<file path="src/rtl/perf_pkg.sv">
// constants for the per-strand performance control block
package perf_pkg;
  // ----------------------------------------------------------------
  // register address and layout
  // ----------------------------------------------------------------
  localparam logic [7:0] perf_ctl_addr  = 8'h10;
  localparam logic [63:0] perf_ctl_reset = 64'h0;
  localparam int keep_hi_bit   = 63;
  localparam int keep_lo_bit   = 62;
  localparam int hi_ov_bit     = 31;
  localparam int hi_sel_msb    = 30;
  localparam int hi_sel_lsb    = 27;
  localparam int hi_mask_msb   = 26;
  localparam int hi_mask_lsb   = 19;
  localparam int lo_ov_bit     = 18;
  localparam int lo_sel_msb    = 17;
  localparam int lo_sel_lsb    = 14;
  localparam int lo_mask_msb   = 13;
  localparam int lo_mask_lsb   = 6;
  localparam int trap_msb      = 5;
  localparam int trap_lsb      = 4;
  localparam int hyp_bit       = 3;
  localparam int user_bit      = 2;
  localparam int sup_bit       = 1;
  localparam int restrict_bit  = 0;
  localparam int soft_interrupt_reg_ov_bit = 15;
  // ----------------------------------------------------------------
  // event groups and privilege levels
  // ----------------------------------------------------------------
  localparam logic [3:0] grp_idle  = 4'h0;
  localparam logic [3:0] grp_instr = 4'h2;
  localparam logic [3:0] grp_miss  = 4'h3;
  localparam logic [31:0] near_ovf = 32'hfffffff0;
  typedef enum logic [1:0] {priv_user, priv_sup, priv_hyp} priv_e;
endpackage

</file>
<file path="src/rtl/perf_half_if.sv">
// signals joining the top to one counter half
`timescale 1ns/1ps
`default_nettype none
interface perf_half_if;
  logic [3:0]  sel;
  logic [7:0]  mask;
  logic        count_en;
  logic        core_idle;
  logic [7:0]  instr_class;
  logic [7:0]  group_events;
  logic [31:0] value;
  logic        inc;
  logic        ovf;
  modport half (input sel, mask, count_en, core_idle, instr_class,
                group_events, value, output inc, ovf);
  modport top  (output sel, mask, count_en, core_idle, instr_class,
                group_events, value, input inc, ovf);
endinterface
`default_nettype wire

</file>
<file path="src/rtl/perf_event_control.sv">
// per-strand performance control register with paired event counter
// How it works
// - nonprivileged access raises privileged-opcode trap, register unchanged
// - keep_high clear: load high flag from bit 31; bit 63 reads 0
// - keep_low clear: load low flag from bit 18; bit 62 reads 0
// - all other writable fields except the hypervisor bit update on every permitted write
// - high flag sets on upper half overflow or near-overflow increment
// - low flag sets on lower half overflow or near-overflow increment
// - bits 30:27 choose event group for upper half
// - bits 17:14 choose event group for lower half
// - bits 26:19 mask sub-events for upper half
// - bits 13:6 mask sub-events for lower half
// - trap field ANDed with flags requests overflow trap
// - groups 2,3 trap precisely when armed; else next instruction
// - hypervisor count bit writable only when hyperprivileged
// - user bit enables counting in user mode
// - supervisor bit enables counting in privileged mode
// - restrict bit denies user access to the counter
// - control writes never change counter values
// - group 0 counts core idle; group 1 reserved; others own strand
// - group 2 mask bits pick instruction classes, union counted
// - multi-match instruction increments once
// - atomics count as both load and store
// - upper half counts high select, lower half low select
// - overflow also sets soft interrupt bit 15; raises trap only if its trap field bit is set
`timescale 1ns/1ps
`default_nettype none
module perf_event_control #(
  parameter int cnt_w = 32
) (
  input  wire logic              sys_clk,
  input  wire logic              rst,
  input  wire logic [1:0]        cur_priv,
  input  wire logic              ctl_wr,
  input  wire logic              ctl_rd,
  input  wire logic [7:0]        asr_addr,
  input  wire logic [63:0]       wr_data,
  input  wire logic              cnt_wr,
  input  wire logic              cnt_rd,
  input  wire logic [63:0]       cnt_wr_data,
  input  wire logic              core_idle,
  input  wire logic [7:0]        instr_class,
  input  wire logic              instr_valid,
  input  wire logic [7:0]        group_events,
  output logic [63:0]            rd_data,
  output logic [63:0]            counter_out,
  output logic                   priv_opcode_trap,
  output logic                   counter_access_trap,
  output logic                   overflow_trap_req,
  output logic                   precise_trap,
  output logic                   soft_interrupt_reg_ov_set
);
  // ----------------------------------------------------------------
  // privilege and access decode
  // ----------------------------------------------------------------
  perf_pkg::priv_e lvl;
  assign lvl = perf_pkg::priv_e'(cur_priv);
  wire logic is_user  = (lvl == perf_pkg::priv_user);
  wire logic is_hyp   = (lvl == perf_pkg::priv_hyp);
  wire logic hit      = (asr_addr == perf_pkg::perf_ctl_addr);
  wire logic acc      = hit && (ctl_wr || ctl_rd);
  wire logic bad_acc  = acc && is_user;
  wire logic do_wr    = hit && ctl_wr && !is_user;
  wire logic do_rd    = hit && ctl_rd && !is_user;

  // ----------------------------------------------------------------
  // control fields
  // ----------------------------------------------------------------
  logic       hi_ov_q, lo_ov_q;
  logic [3:0] hi_sel_q, lo_sel_q;
  logic [7:0] hi_mask_q, lo_mask_q;
  logic [1:0] trap_q;
  logic       hyp_q, user_q, sup_q, restrict_q;
  logic [cnt_w-1:0] hi_cnt_q, lo_cnt_q;

  // mode gating shared by both halves
  wire logic mode_ok = (is_user && user_q) ||
                       ((lvl == perf_pkg::priv_sup) && sup_q) ||
                       (is_hyp && hyp_q);

  // atomic class also flags load and store
  wire logic [7:0] cls_raw = instr_valid ? instr_class : 8'h00;
  wire logic [7:0] cls = cls_raw | (cls_raw[7] ? 8'h18 : 8'h00);

  // ----------------------------------------------------------------
  // counter halves
  // ----------------------------------------------------------------
  perf_half_if hi_if ();
  perf_half_if lo_if ();
  assign hi_if.sel          = hi_sel_q;
  assign hi_if.mask         = hi_mask_q;
  assign hi_if.count_en     = mode_ok;
  assign hi_if.core_idle    = core_idle;
  assign hi_if.instr_class  = cls;
  assign hi_if.group_events = group_events;
  assign hi_if.value        = hi_cnt_q;
  assign lo_if.sel          = lo_sel_q;
  assign lo_if.mask         = lo_mask_q;
  assign lo_if.count_en     = mode_ok;
  assign lo_if.core_idle    = core_idle;
  assign lo_if.instr_class  = cls;
  assign lo_if.group_events = group_events;
  assign lo_if.value        = lo_cnt_q;

  perf_half_sel u_hi (.h(hi_if));
  perf_half_sel u_lo (.h(lo_if));

  // ----------------------------------------------------------------
  // counter access
  // ----------------------------------------------------------------
  wire logic cnt_acc  = cnt_wr || cnt_rd;
  wire logic cnt_deny = cnt_acc && is_user && restrict_q;
  wire logic cnt_load = cnt_wr && !cnt_deny;

  // counters change only by events or a direct counter write
  always_ff @(posedge sys_clk or posedge rst) begin
    if (rst) begin
      hi_cnt_q <= '0;
      lo_cnt_q <= '0;
    end else if (cnt_load) begin
      hi_cnt_q <= cnt_wr_data[63:32];
      lo_cnt_q <= cnt_wr_data[31:0];
    end else begin
      hi_cnt_q <= hi_cnt_q + cnt_w'(hi_if.inc);
      lo_cnt_q <= lo_cnt_q + cnt_w'(lo_if.inc);
    end
  end

  // ----------------------------------------------------------------
  // overflow flags: set beats a software clear
  // ----------------------------------------------------------------
  wire logic hi_wr_ov = do_wr && !wr_data[perf_pkg::keep_hi_bit];
  wire logic lo_wr_ov = do_wr && !wr_data[perf_pkg::keep_lo_bit];
  wire logic hi_ov_d  = hi_if.ovf ? 1'b1 :
                        hi_wr_ov ? wr_data[perf_pkg::hi_ov_bit] : hi_ov_q;
  wire logic lo_ov_d  = lo_if.ovf ? 1'b1 :
                        lo_wr_ov ? wr_data[perf_pkg::lo_ov_bit] : lo_ov_q;

  always_ff @(posedge sys_clk or posedge rst) begin
    if (rst) begin
      hi_ov_q <= 1'b0;
      lo_ov_q <= 1'b0;
    end else begin
      hi_ov_q <= hi_ov_d;
      lo_ov_q <= lo_ov_d;
    end
  end

  // ----------------------------------------------------------------
  // other fields update on every permitted write; hyp bit on hyperprivileged writes only
  // ----------------------------------------------------------------
  always_ff @(posedge sys_clk or posedge rst) begin
    if (rst) begin
      hi_sel_q   <= 4'h0;
      lo_sel_q   <= 4'h0;
      hi_mask_q  <= 8'h00;
      lo_mask_q  <= 8'h00;
      trap_q     <= 2'h0;
      hyp_q      <= 1'b0;
      user_q     <= 1'b0;
      sup_q      <= 1'b0;
      restrict_q <= 1'b0;
    end else if (do_wr) begin
      hi_sel_q   <= wr_data[perf_pkg::hi_sel_msb:perf_pkg::hi_sel_lsb];
      lo_sel_q   <= wr_data[perf_pkg::lo_sel_msb:perf_pkg::lo_sel_lsb];
      hi_mask_q  <= wr_data[perf_pkg::hi_mask_msb:perf_pkg::hi_mask_lsb];
      lo_mask_q  <= wr_data[perf_pkg::lo_mask_msb:perf_pkg::lo_mask_lsb];
      trap_q     <= wr_data[perf_pkg::trap_msb:perf_pkg::trap_lsb];
      user_q     <= wr_data[perf_pkg::user_bit];
      sup_q      <= wr_data[perf_pkg::sup_bit];
      restrict_q <= wr_data[perf_pkg::restrict_bit];
      if (is_hyp) begin
        hyp_q <= wr_data[perf_pkg::hyp_bit];
      end
    end
  end

  // ----------------------------------------------------------------
  // read image: keep bits and reserved bits read zero
  // ----------------------------------------------------------------
  wire logic [63:0] ctl_img = {2'b00, 30'h0,
                               hi_ov_q, hi_sel_q, hi_mask_q,
                               lo_ov_q, lo_sel_q, lo_mask_q,
                               trap_q, hyp_q, user_q, sup_q, restrict_q};

  // ----------------------------------------------------------------
  // trap and status outputs
  // ----------------------------------------------------------------
  wire logic [1:0] armed   = trap_q & {hi_ov_d, lo_ov_d};
  wire logic new_ovf       = hi_if.ovf || lo_if.ovf;
  wire logic hi_prec       = hi_if.ovf && trap_q[1] &&
                             (hi_sel_q == perf_pkg::grp_instr ||
                              hi_sel_q == perf_pkg::grp_miss);
  wire logic lo_prec       = lo_if.ovf && trap_q[0] &&
                             (lo_sel_q == perf_pkg::grp_instr ||
                              lo_sel_q == perf_pkg::grp_miss);

  always_ff @(posedge sys_clk or posedge rst) begin
    if (rst) begin
      rd_data             <= 64'h0;
      counter_out         <= 64'h0;
      priv_opcode_trap    <= 1'b0;
      counter_access_trap <= 1'b0;
      overflow_trap_req   <= 1'b0;
      precise_trap        <= 1'b0;
      soft_interrupt_reg_ov_set      <= 1'b0;
    end else begin
      rd_data             <= do_rd ? ctl_img : 64'h0;
      counter_out         <= {hi_cnt_q, lo_cnt_q};
      priv_opcode_trap    <= bad_acc;
      counter_access_trap <= cnt_deny;
      overflow_trap_req   <= |armed;
      precise_trap        <= hi_prec || lo_prec;
      soft_interrupt_reg_ov_set      <= new_ovf;
    end
  end
endmodule
`default_nettype wire

</file>
<file path="src/rtl/perf_half_sel.sv">
// event selection and overflow detect for one counter half
`timescale 1ns/1ps
`default_nettype none
module perf_half_sel (
  perf_half_if.half h
);
  wire logic [7:0] class_hit = h.instr_class & h.mask;
  wire logic [7:0] grp_hit   = h.group_events & h.mask;
  wire logic       is_idle   = (h.sel == perf_pkg::grp_idle);
  wire logic       is_instr  = (h.sel == perf_pkg::grp_instr);
  wire logic       raw;
  // one increment per instruction however many classes match
  assign raw = is_idle  ? h.core_idle :
               is_instr ? (|class_hit) :
               (h.sel != 4'h1) && (|grp_hit);
  assign h.inc = raw && h.count_en;
  assign h.ovf = h.inc && (h.value >= perf_pkg::near_ovf);
endmodule
`default_nettype wire

</file>
<file path="config.mk">
export PLATFORM = sky130hd
export DESIGN_NAME = perf_event_control
export DESIGN_NICKNAME = d
export VERILOG_FILES = /design/src/rtl/perf_pkg.sv /design/src/rtl/perf_half_if.sv /design/src/rtl/perf_event_control.sv /design/src/rtl/perf_half_sel.sv
export SDC_FILE = /design/constraint.sdc
export NUM_CORES = 1
export LEC_CHECK = 0
export ABC_AREA = 1
export BUFFER_PORTS_ARGS = -buffer_cell sky130_fd_sc_hd__buf_2
export CORE_ASPECT_RATIO = 0.8
export CORE_MARGIN = 3
export CORE_UTILIZATION = 54
export DETAILED_ROUTE_END_ITERATION = 7
export GPL_TIMING_DRIVEN = 1
export PLACE_DENSITY = 0.85
export SLEW_MARGIN = 10
export SYNTH_ARGS = -nofsm -noshare
export SYNTH_HDL_FRONTEND = slang
export SYNTH_SLANG_ARGS = --single-unit
</file>
<file path="constraint.sdc">
create_clock -name sys_clk -period 10.3 [get_ports sys_clk]
set_input_delay 1.03 -clock sys_clk [delete_from_list [all_inputs] [get_ports sys_clk]]
set_output_delay 1.03 -clock sys_clk [all_outputs]
set_load 0.005 [all_outputs]
</file>
* Yosys cells after proc, flatten, opt, wreduce, memory -nomap -nowiden
Index checks and enable logic that the tools add are counted.
Widths: inputs -> output; s select.
** Cells by class
- Multipliers :: 0
- Add/sub/neg operators :: 2
- Div/mod/pow operators :: 0
- Reduce and logical (&&, ||, !) cells :: 45
- Bitwise operators :: 6
- Mux-type cells :: 13
- Equal/unequal tests :: 9
- Shift-type cells :: 0
- $lt $le $gt $ge :: 2
** Operators by type and width (count)
- $mux 32 :: 3
- $add 32x1->32 :: 2
- $ge 32x32->1 const B :: 2
- $and 8x8->8 :: 4
- $reduce_or 8->1 :: 4
- $logic_and 1x1->1 :: 24
- $eq 4x2->1 const B :: 4
- $eq 8x5->1 const B :: 1
- $logic_not 4->1 :: 2
- $logic_or 1x1->1 :: 8
- $mux 1 :: 8
- $mux 8 :: 1
- $ne 4x1->1 const B :: 2
- $or 8x5->8 :: 1
- $mux 5 :: 1
- $logic_not 1->1 :: 4
- $and 2x2->2 :: 1
- $eq 2x1->1 const B :: 1
- $eq 2x2->1 const B :: 1
- $logic_not 2->1 :: 1
- $reduce_and 2->1 :: 1
- $reduce_or 2->1 :: 1
** Storage, ports and cells
- Word-level logic and storage cells :: 97
- Input bits :: 162
- Register bits after elaboration :: 197
- Bits in latches :: 0
- Memory bits (read-only) :: 0
- Output and inout port bits :: 133
- Memories kept :: 0
- Memory bits (writable) :: 0

* Depth between registers and ports, before layout
Gate-level depths: netlist of run 1.
- Depth in word-level cells :: 12
- Gate-level depth with buffers :: 20
- Depth with buffers taken out :: 20

* Hierarchy
A second synthesis of run 1 with hierarchy kept.
** Second synthesis, totals
- Cells, all modules :: 1107
- Area, all modules :: 9205.1 um^2
** By module, submodules not included
- perf_event_control :: area an instance 8692.1 um^2, times used 1, seq. area each 4929.7 um^2, cells an instance 985
- perf_half_sel :: area an instance 256.5 um^2, times used 2, seq. area each 0.0 um^2, cells an instance 61

* Worst setup path before layout of run 1
OpenSTA, ideal clock, no wires.
- Kind :: input to register
- From :: input cur_priv[0]
- To :: register hi_cnt_q[26]
- Library setup time :: 0.117 ns
- Path buffers :: 0
- Arrival time :: 2.871 ns
- Path slack :: 7.311 ns
- Cell stages on the path :: 16
- Required time :: 10.183 ns
- Cell sequence :: inv_1 > nand2_2 > o211ai_1 > o21ai_0 > a21oi_1 > ha_1 > ha_1 > nand2_1 > nor2_4 > nand3_4 > nor2_2 > nand2_1 > nor2_2 > nand3_1 > nand3_1 > nand2_1
** On the way
- Cells in the longest elaborated chain, start to end :: 7
- Elaborated cells on any way between the ends :: 15
- Classes of those cells :: 1 x add/sub; 2 x eq/ne; 1 x mux; 11 x reduce/logical
** RTL lines
- from (decl) :: RTL line perf_event_control.sv:33 : input wire logic [1:0] cur_priv,
- $eq 2x1->1 / $logic_not 2->1 (equally long branches) :: RTL line perf_event_control.sv:78, perf_event_control.sv:58
- $logic_and 1x1->1 (on tied branches) :: RTL line perf_event_control.sv:78, perf_event_control.sv:77
- $logic_or 1x1->1 :: RTL line perf_event_control.sv:77 : wire logic mode_ok = (is_user && user_q) ||
- $logic_or 1x1->1 :: RTL line perf_event_control.sv:78 : ((lvl == perf_pkg::priv_sup) && sup_q) ||
- $logic_and 1x1->1 :: RTL line perf_half_sel.sv:16 : assign h.inc = raw && h.count_en;
- $add 32x1->32 :: RTL line perf_event_control.sv:124 : hi_cnt_q <= hi_cnt_q + cnt_w'(hi_if.inc);
- $mux 32 (*) :: RTL line perf_event_control.sv:120 : end else if (cnt_load) begin
- to (signal assigned) :: RTL line perf_event_control.sv:121 : hi_cnt_q <= cnt_wr_data[63:32];
- to (signal assigned) :: RTL line perf_event_control.sv:124
- to (decl) :: RTL line perf_event_control.sv:74 : logic [cnt_w-1:0] hi_cnt_q, lo_cnt_q;
Mark *: on every way between the ends. The rest lies on a longest branch, timed or not.
A chain may end at the register's enable or synchronous reset.

* Worst setup path after layout of run 1
- From :: input cur_priv[1]
- To :: register lo_cnt_q[26]
** On the way
- Cells in the longest elaborated chain, start to end :: 7
- Elaborated cells on any way between the ends :: 15
- Classes of those cells :: 1 x add/sub; 2 x eq/ne; 1 x mux; 11 x reduce/logical
** RTL lines
- $eq 2x1->1 / $logic_not 2->1 (equally long branches) :: RTL line perf_event_control.sv:78, perf_event_control.sv:58
- $logic_and 1x1->1 (on tied branches) :: RTL line perf_event_control.sv:78, perf_event_control.sv:77
- $logic_or 1x1->1 :: RTL line perf_event_control.sv:77
- $logic_or 1x1->1 :: RTL line perf_event_control.sv:78
- $logic_and 1x1->1 :: RTL line perf_half_sel.sv:16
- $add 32x1->32 :: RTL line perf_event_control.sv:125 : lo_cnt_q <= lo_cnt_q + cnt_w'(lo_if.inc);
- $mux 32 (*) :: RTL line perf_event_control.sv:120
- to (signal assigned) :: RTL line perf_event_control.sv:122 : lo_cnt_q <= cnt_wr_data[31:0];
- to (signal assigned) :: RTL line perf_event_control.sv:125
- to (decl) :: RTL line perf_event_control.sv:74
Marks and branches as above.

==> results of run 1 <==
==> per-layer routing <==
layer	share of wire (%)	vias up	wire length, µm
met4	2.1	2	450
met1	42	3350	9110
met2	48	311	10300
met5	0.037	-	8
li1	-	3484	-
met3	8.2	37	1780
==> power by group through the flow <==
stage               clock (W)  combinational, W  sequential [W]
finish               0.000761          0.000208        0.000902
CTS                  0.000769          0.000210        0.000902
detailed placement          0          0.000207        0.000915
floorplan                   0          0.000123        0.000905
global route         0.000801          0.000237        0.000912
global placement            0          0.000202        0.000913
==> logic make-up (layout without fill, tap and decap cells) <==
group           count (synthesis)  after routing
simple gates                  491            491
compound gates                 87             87
flops                         197            197
xor+xnor                       43             43
fa+ha+maj                       4              4
other cells                     1             32
buf+inv                       152            364
==> layout by cell type (no fill, tap or decap), drive strengths merged <==
master    n
bufinv    6
buf     235
xor2     31
conb     32
clkinv    2
a31oi     3
dfrtp   197
a21oi    37
nor3     30
inv     102
nand3    61
nand3b    1
or2       1
o211ai    1
nand4    21
o21ai    44
xnor2    12
nor4      1
nand2   246
and2      1
o31ai     1
nor2    129
o21a      1
clkbuf   19
ha        4
==> stage by stage <==
stage | instance area, µm² | utilization (%) | hold slack, ns | setup slack (ns) | power, W
2_1_floorplan | 8820 | - | 0.354 | 3.90 | 0.00103
3_3_place_gp | 9930 | 64.4 | 0.361 | 6.65 | 0.00112
3_5_place_dp | 9930 | 64.4 | 0.365 | 6.61 | 0.00112
4_1_cts | 10600 | 68.8 | 0.380 | 7.05 | 0.00188
5_1_grt | 10600 | 68.8 | 0.399 | 6.80 | 0.00195
6_report | 10600 | 68.8 | 0.381 | 7.04 | 0.00187
==> cell type report <==
cell class | instances | area, µm² | area share, %
clock inverter | 13 | 238 | 2.24
timing repair buffer | 235 | 1180 | 11.2
clock buffer | 19 | 443 | 4.17
multi-input combinational | 657 | 3180 | 30.0
sequential | 197 | 4930 | 46.5
tap | 210 | 263 | 2.48
inverter | 97 | 372 | 3.50
==> worst paths after layout <==
check,start,end,slack [ns],cells after the start
worst max-delay path,cur_priv[1],lo_cnt_q[26],7.04,16
worst min-delay path,lo_cnt_q[0],counter_out[0],0.38,0
worst max register to register,lo_if.sel[3],lo_cnt_q[26],7.44,15
worst min register to register,lo_cnt_q[0],counter_out[0],0.38,0
max in group asynchronous,rst,counter_out[38],8.14,3
min in group asynchronous,rst,rd_data[10],0.72,2
==> worst register-to-register path, cell delays in order, from the launching register on <==
cell	delay (ns)
dfrtp_1	0.39
nor2_1	0.28
nand3_1	0.17
nand2_1	0.10
nand2_1	0.08
a21oi_1	0.25
ha_1	0.22
ha_1	0.20
nand3_2	0.16
nor2_4	0.21
nand2_4	0.09
nor2_2	0.17
nand4_1	0.16
xor2_1	0.17
nand2_1	0.06
nand2_1	0.05
==> state kept, by name, summed over array words and instances, names as in the netlist, 2 cells and up <==
name	flops
hi_cnt_q	32
hi_if.mask	8
hi_if.sel	4
lo_cnt_q	32
counter_out	64
lo_if.sel	4
lo_if.mask	8
rd_data	32
trap_q	2
==> impl_metrics.tcl, run 1 <==
set metrics [dict create \
    grt_use_met1_pct 33.1 \
    synth_compound_area_share_pct 5.17 \
    final_hold_viol_count 0 \
    vias_per_cell 5.03 \
    synthTopCellsByArea "dfrtp_1, nand2_1, nor2_1" \
    drt_wl_total_um 21700 \
    clock_power_share_pct 40.7 \
    firstDrtPassIters 5 \
    tightest_slew_ns 1.06 \
    grt_overflow 0 \
    fin_nets 1371 \
    placed_cells 1396 \
    drtAntennaViolNets 0 \
    dieArea_mm2 0.0177 \
    cts_tree "built" \
    rows 40 \
    synth_top_family_by_area "simple AND/OR/NAND/NOR gates" \
    ctsRootBufferMaster "clkbuf_16" \
    critPathKind "input pin to flop" \
    pwr-share-comb_pct 11.1 \
    cts_buffers 17 \
    critPathTopFamily "simple AND/OR/NAND/NOR gates" \
    antenna_found_initial 1 \
    grt_start_max_net_pins 123 \
    yosys.area_share.simple_pct 25.1 \
    core-area_mm2 0.0154 \
    vias 7184 \
    synth.yosys.seq_area_share_pct 56.6 \
    syn_to_final_growth_pct 21.9 \
    slew_headroom_pct 29.2 \
    switching_share_pct 25.5 \
    fin_crit_sh_pct 31.6 \
    synthAdderAreaFrac_pct 0.575 \
    max_freq_ghz 0.307 \
    grt_pass1_wl_um 34400 \
    maxSlewViolCount 0 \
    min_period_ns 3.26 \
    synth_top_flop_cell "dfrtp_1" \
    ctsHoldBuffers 0 \
    ys_async_sr_fraction_pct 100 \
    synth-seq-cells 197 \
    dpl.hpwl_um 15900 \
    synthMuxAreaShare_pct 0 \
    worstPathArrival_ns 3.58 \
    yosys_warnings 0 \
    cts_resized 0 \
    num_io_pins 295 \
    p_leak_nw 5.71 \
    drtIter0Drc 490 \
    yosys.area.top_type "dfrtp_1" \
    postCtsSetupBuffers 0 \
    hp-class "flop to flop" \
    rsz0062_at_grt "false" \
    initial_utilization_pct 56.5 \
    crit_chain "buf_2, inv_1, nand2_2, o211ai_1, o21ai_0, a21oi_1, ha_1, ha_1, nand3_2, nor2_4, nand2_4, nor2_2, nand4_1, xor2_1, nand2_1, nand2_1" \
    synthXorXnorAreaFrac_pct 4.33 \
    busiest_layer "met2" \
    grt.met2_usage_pct 40.0 \
    synth_edf_count 0 \
    maxCapViolCount 0 \
    die_w_um 148 \
    critical_path_buf_inv_count 2 \
    final_cells 1428 \
    drive_gt1_share_pct 25.0 \
    yosys.area.top_type_share_pct 56.6 \
    clkSlewWorstSetupHoldPaths_ns 0.07 \
    setup_tns_ns 0 \
    clk_path_buf_depth 2 \
    setup_viol 0 \
    htree_levels 4 \
    crit_fanout 7 \
    run_status "finished, final reports clean" \
    fillers 1255 \
    cts_num_sinks 197 \
    peakVddDrop_uv 127 \
    crit_path_end_kind "flop" \
    critPathRequiredTime_ns 10.62 \
    slowest_stage "o211ai_1" \
    startpoint_type "input pin" \
    drc 0 \
    p_int_w 0.00139 \
    antennaDiodeCount 0 \
    skew_ns 0.0134 \
    clock_latency_ns 0.43 \
    die_height_um 120 \
    synth_cell_type_count 36 \
    grt_pass1_vias 6957 \
    seq_power_share_pct 48.2 \
    power_density_mw_per_mm2 176 \
    netSwitchingPower_w 0.000476 \
    max_stage_delay_ns 0.28 \
    synth_commonest_cells "nand2_1, dfrtp_1, nor2_1" \
    synth_area_per_cell_um2 8.93 \
    wl_per_cell_um 15.2 \
    syn_area_mm2 0.00871 \
    syn_inst 975 \
    grt.met3_usage_pct 5.62 \
    synth_most_common_cell "nand2_1" \
    grtUsageTotal_pct 24.6 \
    routabilityCongestion 0.970 \
    port_buffers 232 \
]
(Power assumes the default switching activity.)
==> run 2: changes to the inputs <==
--- a/config.mk
+++ b/config.mk
@@ -5,14 +5,14 @@
 export SDC_FILE = /design/constraint.sdc
 export NUM_CORES = 1
 export LEC_CHECK = 0
-export ABC_AREA = 1
+export ABC_AREA = 0
 export BUFFER_PORTS_ARGS = -buffer_cell sky130_fd_sc_hd__buf_2
 export CORE_ASPECT_RATIO = 0.8
 export CORE_MARGIN = 3
-export CORE_UTILIZATION = 54
+export CORE_UTILIZATION = 45
 export DETAILED_ROUTE_END_ITERATION = 7
 export GPL_TIMING_DRIVEN = 1
-export PLACE_DENSITY = 0.85
+export PLACE_DENSITY = 0.76
 export SLEW_MARGIN = 10
 export SYNTH_ARGS = -nofsm -noshare
 export SYNTH_HDL_FRONTEND = slang
==> constraint.sdc (replaced) <==
create_clock -name sys_clk -period 2.7 [get_ports sys_clk]
set_input_delay 0.27 -clock sys_clk [delete_from_list [all_inputs] [get_ports sys_clk]]
set_output_delay 0.27 -clock sys_clk [all_outputs]
set_load 0.005 [all_outputs]
==> run 2 against run 1 <==
  * Clock skew rose by 0.0028 ns
  * Total power rose to 3.6 times the previous value
  * Utilization fell by 9.0 points
  * Cell count fell by 16%
  * Combinational power rose to 3.0 times the previous value
  * Critical endpoint is now lo_cnt_q[15]
==> impl_metrics.tcl, run 2 <==
set metrics [dict create \
    cts_tree "built" \
    fin_crit_sh_pct 94.4 \
    final_cell_mix "buf_2, dfrtp_1, nor2_1" \
    clk_path_buf_depth 2 \
    syn_area_mm2 0.00820 \
    place_ws_ns -0.152 \
    num_io_pins 295 \
    synth_edf_count 0 \
    grt.met2_usage_pct 29.1 \
    rows 43 \
    skew_ns 0.0162 \
    syn_inst 707 \
    fillers 1458 \
    maxSlewViolCount 0 \
    clkSlewWorstSetupHoldPaths_ns 0.07 \
    fin_ws_ns 0.152 \
    die_height_um 127 \
    min_period_ns 2.55 \
    antennaDiodeCount 0 \
    setup_viol 0 \
    grt.met3_usage_pct 5.97 \
    synth_most_common_cell "dfrtp_1" \
    antenna_found_initial 2 \
    grt_start_max_net_pins 72 \
    synth-seq-cells 197 \
    max_freq_ghz 0.393 \
    port_buffers 232 \
    crit_path_end_kind "flop" \
    core-area_mm2 0.0176 \
    drt_wl_total_um 20000 \
    slowest_stage "dfrtp_1" \
    synth_top_flop_cell "dfrtp_1" \
    initial_utilization_pct 46.6 \
    die_w_um 157 \
    critPathRequiredTime_ns 3.05 \
    busiest_layer "met2" \
    grt_pass1_vias 5784 \
    maxCapViolCount 0 \
    critical_path_buf_inv_count 2 \
    cts_buffers 17 \
    dieArea_mm2 0.0199 \
    power_density_mw_per_mm2 632 \
    wl_per_cell_um 16.6 \
    yosys.area.top_type_share_pct 60.1 \
    grt_pass1_wl_um 30500 \
    synth_commonest_cells "dfrtp_1, nor2_1, a21oi_1" \
    power.total_w 0.00666 \
    synth_cell_type_count 51 \
    vias_per_cell 5.09 \
    largest_register_ffs 64 \
    layout_commonest_cell "buf_2" \
    run_status "finished, final reports clean" \
    syn_to_final_growth_pct 28.5 \
    p_leak_nw 4.97 \
    grt_use_met1_pct 28.0 \
    placed_cells 1162 \
    firstDrtPassIters 5 \
    drive_gt1_share_pct 37.3 \
    max_stage_delay_ns 0.41 \
    slew_headroom_pct 54.7 \
    clock_latency_ns 0.43 \
    synth_area_per_cell_um2 11.6 \
    timing.hold.ws_ns 0.0549 \
    cts_num_sinks 197 \
    rsz0062_at_grt "true" \
    drc 0 \
    ys_async_sr_fraction_pct 100 \
    routabilityCongestion 0.879 \
    ctsRootBufferMaster "clkbuf_16" \
    startpoint_type "flop" \
    yosys.area.top_type "dfrtp_1" \
    final_cells 1203 \
    synth.yosys.seq_area_share_pct 60.1 \
    yosys_warnings 0 \
    final_area_mm2 0.0105 \
    fin_nets 1131 \
    synthTopCellsByArea "dfrtp_1, mux2_2, xor2_1" \
    grt_overflow 0 \
    drtIter0Drc 419 \
    tightest_slew_ns 0.679 \
    htree_levels 4 \
    final_hold_viol_count 0 \
    dpl.hpwl_um 14600 \
    critPathTopFamily "simple AND/OR/NAND/NOR gates" \
    vias 6120 \
    top_register "counter_out" \
    crit_chain "nor2_2, o21ai_1, o211a_1, nor3_4, buf_6, ha_4, nand4_1, nor3_2, buf_4, nand3_1, xor2_1, a21oi_1" \
    peakVddDrop_uv 409 \
    placement.cell_area_mm2 0.00969 \
    drtAntennaViolNets 0 \
    hp-class "input pin to flop" \
    grtUsageTotal_pct 19.7 \
    worstPathArrival_ns 2.90 \
    crit_fanout 6 \
    critPathKind "flop to flop" \
]
## run 2: path summary, 6_finish.rpt
| kind | slack (ns) | from | depth (start not counted) | end |
|---|---|---|---|---|
| max | 0.15 | lo_if.sel[2] | 12 | lo_cnt_q[15] |
| min | 0.05 | cnt_rd | 3 | counter_access_trap |
| max reg2reg | 0.15 | lo_if.sel[2] | 12 | lo_cnt_q[15] |
| min reg2reg | 0.42 | lo_cnt_q[23] | 0 | counter_out[23] |
| max in group asynchronous | 1.41 | rst | 4 | hi_cnt_q[3] |
| min in group asynchronous | 0.52 | rst | 3 | hi_if.mask[4] |
## run 2: timing repair
item | CTS | global route
setup buffers | 1 | 6
pin swaps | 1 | 23
hold buffers | 1 | 0
endpoints found under the setup margin | 18 | 41
gates cloned | 0 | 1
hold endpoints to repair | 26 | 0
resized for setup | 5 | 30
## run 2: routing by layer
layer,part of all wire [%],wire [µm]
met1,45,9040
met2,45,9030
met3,7.9,1590
met4,1.6,325
met5,0.13,27
## run 2: cell families after synthesis
| logic type | share of synthesized area (%) |
|---|---|
| compound gates | 6.85 |
| simple gates | 16.5 |
| other cells | 0.0457 |
| mux | 5.05 |
| buf+inv | 4.67 |
| xor+xnor | 6.19 |
| fa+ha+maj | 0.610 |
| flops | 60.1 |
## run 2: worst min-delay path, delay by kind of cell
family                 cells  cell delay, ns
buffers and inverters      1            0.07
and+or+nand+nor            2            0.10
## run 2: layout make-up
| type | instances | area [µm²] | area share, % |
|---|---|---|---|
| Tap cell | 225 | 282 | 2.67 |
| Clock inverter | 13 | 183 | 1.73 |
| Timing Repair Buffer | 268 | 1500 | 14.3 |
| Multi-Input combinational cell | 474 | 3160 | 29.9 |
| Inverter | 7 | 30.0 | 0.285 |
| Sequential cell | 197 | 4930 | 46.8 |
| Clock buffer | 19 | 453 | 4.30 |
## run 2: where the power goes
| part | internal [W] | total [W] | switching [W] |
|---|---|---|---|
| clock | 0.00155 | 0.00273 | 0.00118 |
| combinational | 0.000299 | 0.000629 | 0.000330 |
| sequential | 0.00314 | 0.00330 | 0.000163 |
| total | 0.00498 | 0.00666 | 0.00168 |
## run 2: per-stage QoR
stage	TNS (ns)	utilization [%]
6_report	0	59.9
5_1_grt	-0.293	59.9
4_1_cts	0	58.9
3_5_place_dp	-1.75	55.1
3_3_place_gp	-1.67	55.1
2_1_floorplan	-22.93	-
==> run 3: changes to the inputs <==
--- a/config.mk
+++ b/config.mk
@@ -7,7 +7,7 @@
 export LEC_CHECK = 0
 export ABC_AREA = 0
 export BUFFER_PORTS_ARGS = -buffer_cell sky130_fd_sc_hd__buf_2
-export CORE_ASPECT_RATIO = 0.8
+export CORE_ASPECT_RATIO = 2
 export CORE_MARGIN = 3
 export CORE_UTILIZATION = 45
 export DETAILED_ROUTE_END_ITERATION = 7
==> run 3 against run 2 <==
  * Maximum frequency fell by 0.27%
  * Utilization fell by 2.4 points
  * Register-to-register slack barely moved
  * Hold slack improved by 0.0055 ns
  * Critical endpoint is now hi_cnt_q[10]
  * Largest cell class unchanged
  * Highest routed layer unchanged
==> impl_metrics.tcl, run 3 (synthesized netlist as in run 2, its figures left out) <==
set metrics [dict create \
    run_status "finished, final reports clean" \
    clock_latency_ns 0.43 \
    clk_path_buf_depth 2 \
    skew_ns 0.00998 \
    largest_register_ffs 64 \
    crit_fanout 4 \
    grt_pass1_wl_um 31700 \
    grt_pass1_vias 6349 \
    top_register "counter_out" \
    min_delay_path_depth 2 \
    dpl.hpwl_um 15400 \
    final_cell_mix "buf_2, dfrtp_1, nor2_1" \
    crit_chain "a22o_1, a221oi_1, o211ai_1, nand2_1, nor2_1, ha_1, ha_1, and3_1, buf_4, nand4_1, xor2_1, a21oi_1" \
    fin_nets 1119 \
    p_int_w 0.00476 \
    pwr-share-comb_pct 9.6 \
    drive_gt1_share_pct 35.3 \
    num_io_pins 295 \
    syn_to_final_growth_pct 25.4 \
    seq_power_share_pct 51.5 \
    slew_headroom_pct 57.9 \
    maxCapViolCount 0 \
    rows 69 \
    hp-class "input pin to flop" \
    wl_per_cell_um 17.3 \
    dr_wl_met3_um 1300 \
    grt_overflow 0 \
    utilization_pct 57.5 \
    cts_tree "built" \
    maxSlewViolCount 0 \
    tightest_slew_ns 0.631 \
    wl_met1_um 7130 \
    critPathRequiredTime_ns 3.01 \
    setup_viol 0 \
    clkSlewWorstSetupHoldPaths_ns 0.07 \
    grt_start_max_net_pins 70 \
    power_density_mw_per_mm2 624 \
    r2r-end "hi_cnt_q[10]" \
    min_period_ns 2.55 \
    top_layer "met5" \
    crit_path_end_kind "flop" \
    core-area_mm2 0.0179 \
    regToRegSetupSlack_ns 0.15 \
    startpoint_type "flop" \
    postCtsSetupBuffers 0 \
    layout_commonest_cell "buf_2" \
    timing.hold.ws_ns 0.0604 \
    ctsRootBufferMaster "clkbuf_16" \
    die_height_um 197 \
    path_common_cell "ha_1" \
    initial_utilization_pct 45.9 \
    routabilityCongestion 0.849 \
    firstDrtPassIters 5 \
    slowest_stage "dfrtp_1" \
    peakVddDrop_uv 416 \
    startpoint "hi_if.mask[1]" \
    drc 0 \
    critPathKind "flop to flop" \
    clock_power_share_pct 38.9 \
    p_leak_nw 4.88 \
    cts_buffers 17 \
    holdPathEnd "lo_if.mask[1]" \
    vias_per_cell 5.23 \
    die_w_um 101 \
    netSwitchingPower_w 0.00166 \
    final_hold_viol_count 0 \
    wl_met2_um 11200 \
    worstPathArrival_ns 2.87 \
    setup_tns_ns 0 \
    htree_levels 4 \
    antenna_found_initial 6 \
    drtAntennaViolNets 0 \
    reg2reg_depth 12 \
    vias 6168 \
    dieArea_mm2 0.0200 \
    max_stage_delay_ns 0.43 \
    cts_num_sinks 197 \
    switching_share_pct 25.8 \
    port_buffers 232 \
    drt_wl_total_um 20400 \
    worstHoldStart "wr_data[7]" \
    max_freq_ghz 0.391 \
    grtUsageTotal_pct 20.5 \
    r2r-start "hi_if.mask[1]" \
    drtIter0Drc 200 \
    fin_crit_sh_pct 94.6 \
]
## run 3: cell count changes in the layout (fill, tap and decap cells not counted), sizes merged
cell	previous run	this run
inv	14	13
buf	267	255
clkbuf	19	18
diode	0	1
clkinvlp	2	3
bufinv	3	1
clkinv	1	4
## run 3: worst max-delay path by stage
stage,to,slack [ns],cells after the start
after detailed placement,hi_cnt_q[18],0.006,12
after global routing,lo_cnt_q[22],-0.005,12
after floorplan,counter_access_trap,-0.12,1
after CTS,lo_cnt_q[10],0.05,12
after global placement,lo_cnt_q[10],0.06,13
final,hi_cnt_q[10],0.15,12
## run 3: routing by layer
| metal | GRT usage [%] | vias up |
|---|---|---|
| met5 | 0 | - |
| met4 | 9.91 | 10 |
| met3 | 5.14 | 56 |
| met2 | 36.6 | 253 |
| met1 | 22.1 | 2964 |
| li1 | - | 2885 |
## run 3: timing repair
action / CTS / global route
hold buffers: 1 / 0
setup endpoints to repair: 4 / 21
pin swaps: 0 / 1
hold endpoints to repair: 22 / 0
gates cloned: 0 / 0
gates resized for setup: 1 / 9
## run 3: through the flow
| step | worst slack, ns | cells | instance area, µm² | total power, W |
|---|---|---|---|---|
| finish | 0.146 | 1180 | 10300 | 0.00641 |
| global route | -0.00482 | 1180 | 10300 | 0.00667 |
| CTS | 0.0460 | 1179 | 10200 | 0.00646 |
| detailed placement | 0.00632 | 1146 | 9650 | 0.00397 |
| global placement | 0.0568 | 1146 | 9650 | 0.00395 |
| floorplan | -0.116 | 738 | 8320 | 0.00367 |
## run 3: cell type report
type                    instances  area [µm²]
fillers                      1531        7590
flip-flops and latches        197        4930
multi-input cells             474        3060
repair buffers                256        1410
clock buffers                  18         439
well taps                     213         267
clock inverters                14         144
inverters                       7        30.0
diodes                          1        2.50
## run 3: power by group through the flow
stage	registers [W]	clock network, W	logic [W]
2_1_floorplan	0.00332	0	0.000342
3_3_place_gp	0.00335	0	0.000606
3_5_place_dp	0.00335	0	0.000617
4_1_cts	0.00330	0.00254	0.000624
5_1_grt	0.00333	0.00266	0.000689
6_report	0.00330	0.00249	0.000618
## run 3: worst max-delay path, delay by kind of cell, from the launching register on
kind | cells | cell delay (ns)
compound gates | 4 | 0.72
xor+xnor | 1 | 0.17
fa+ha+maj | 2 | 0.43
buf+inv | 1 | 0.17
flops | 1 | 0.43
simple gates | 4 | 0.50
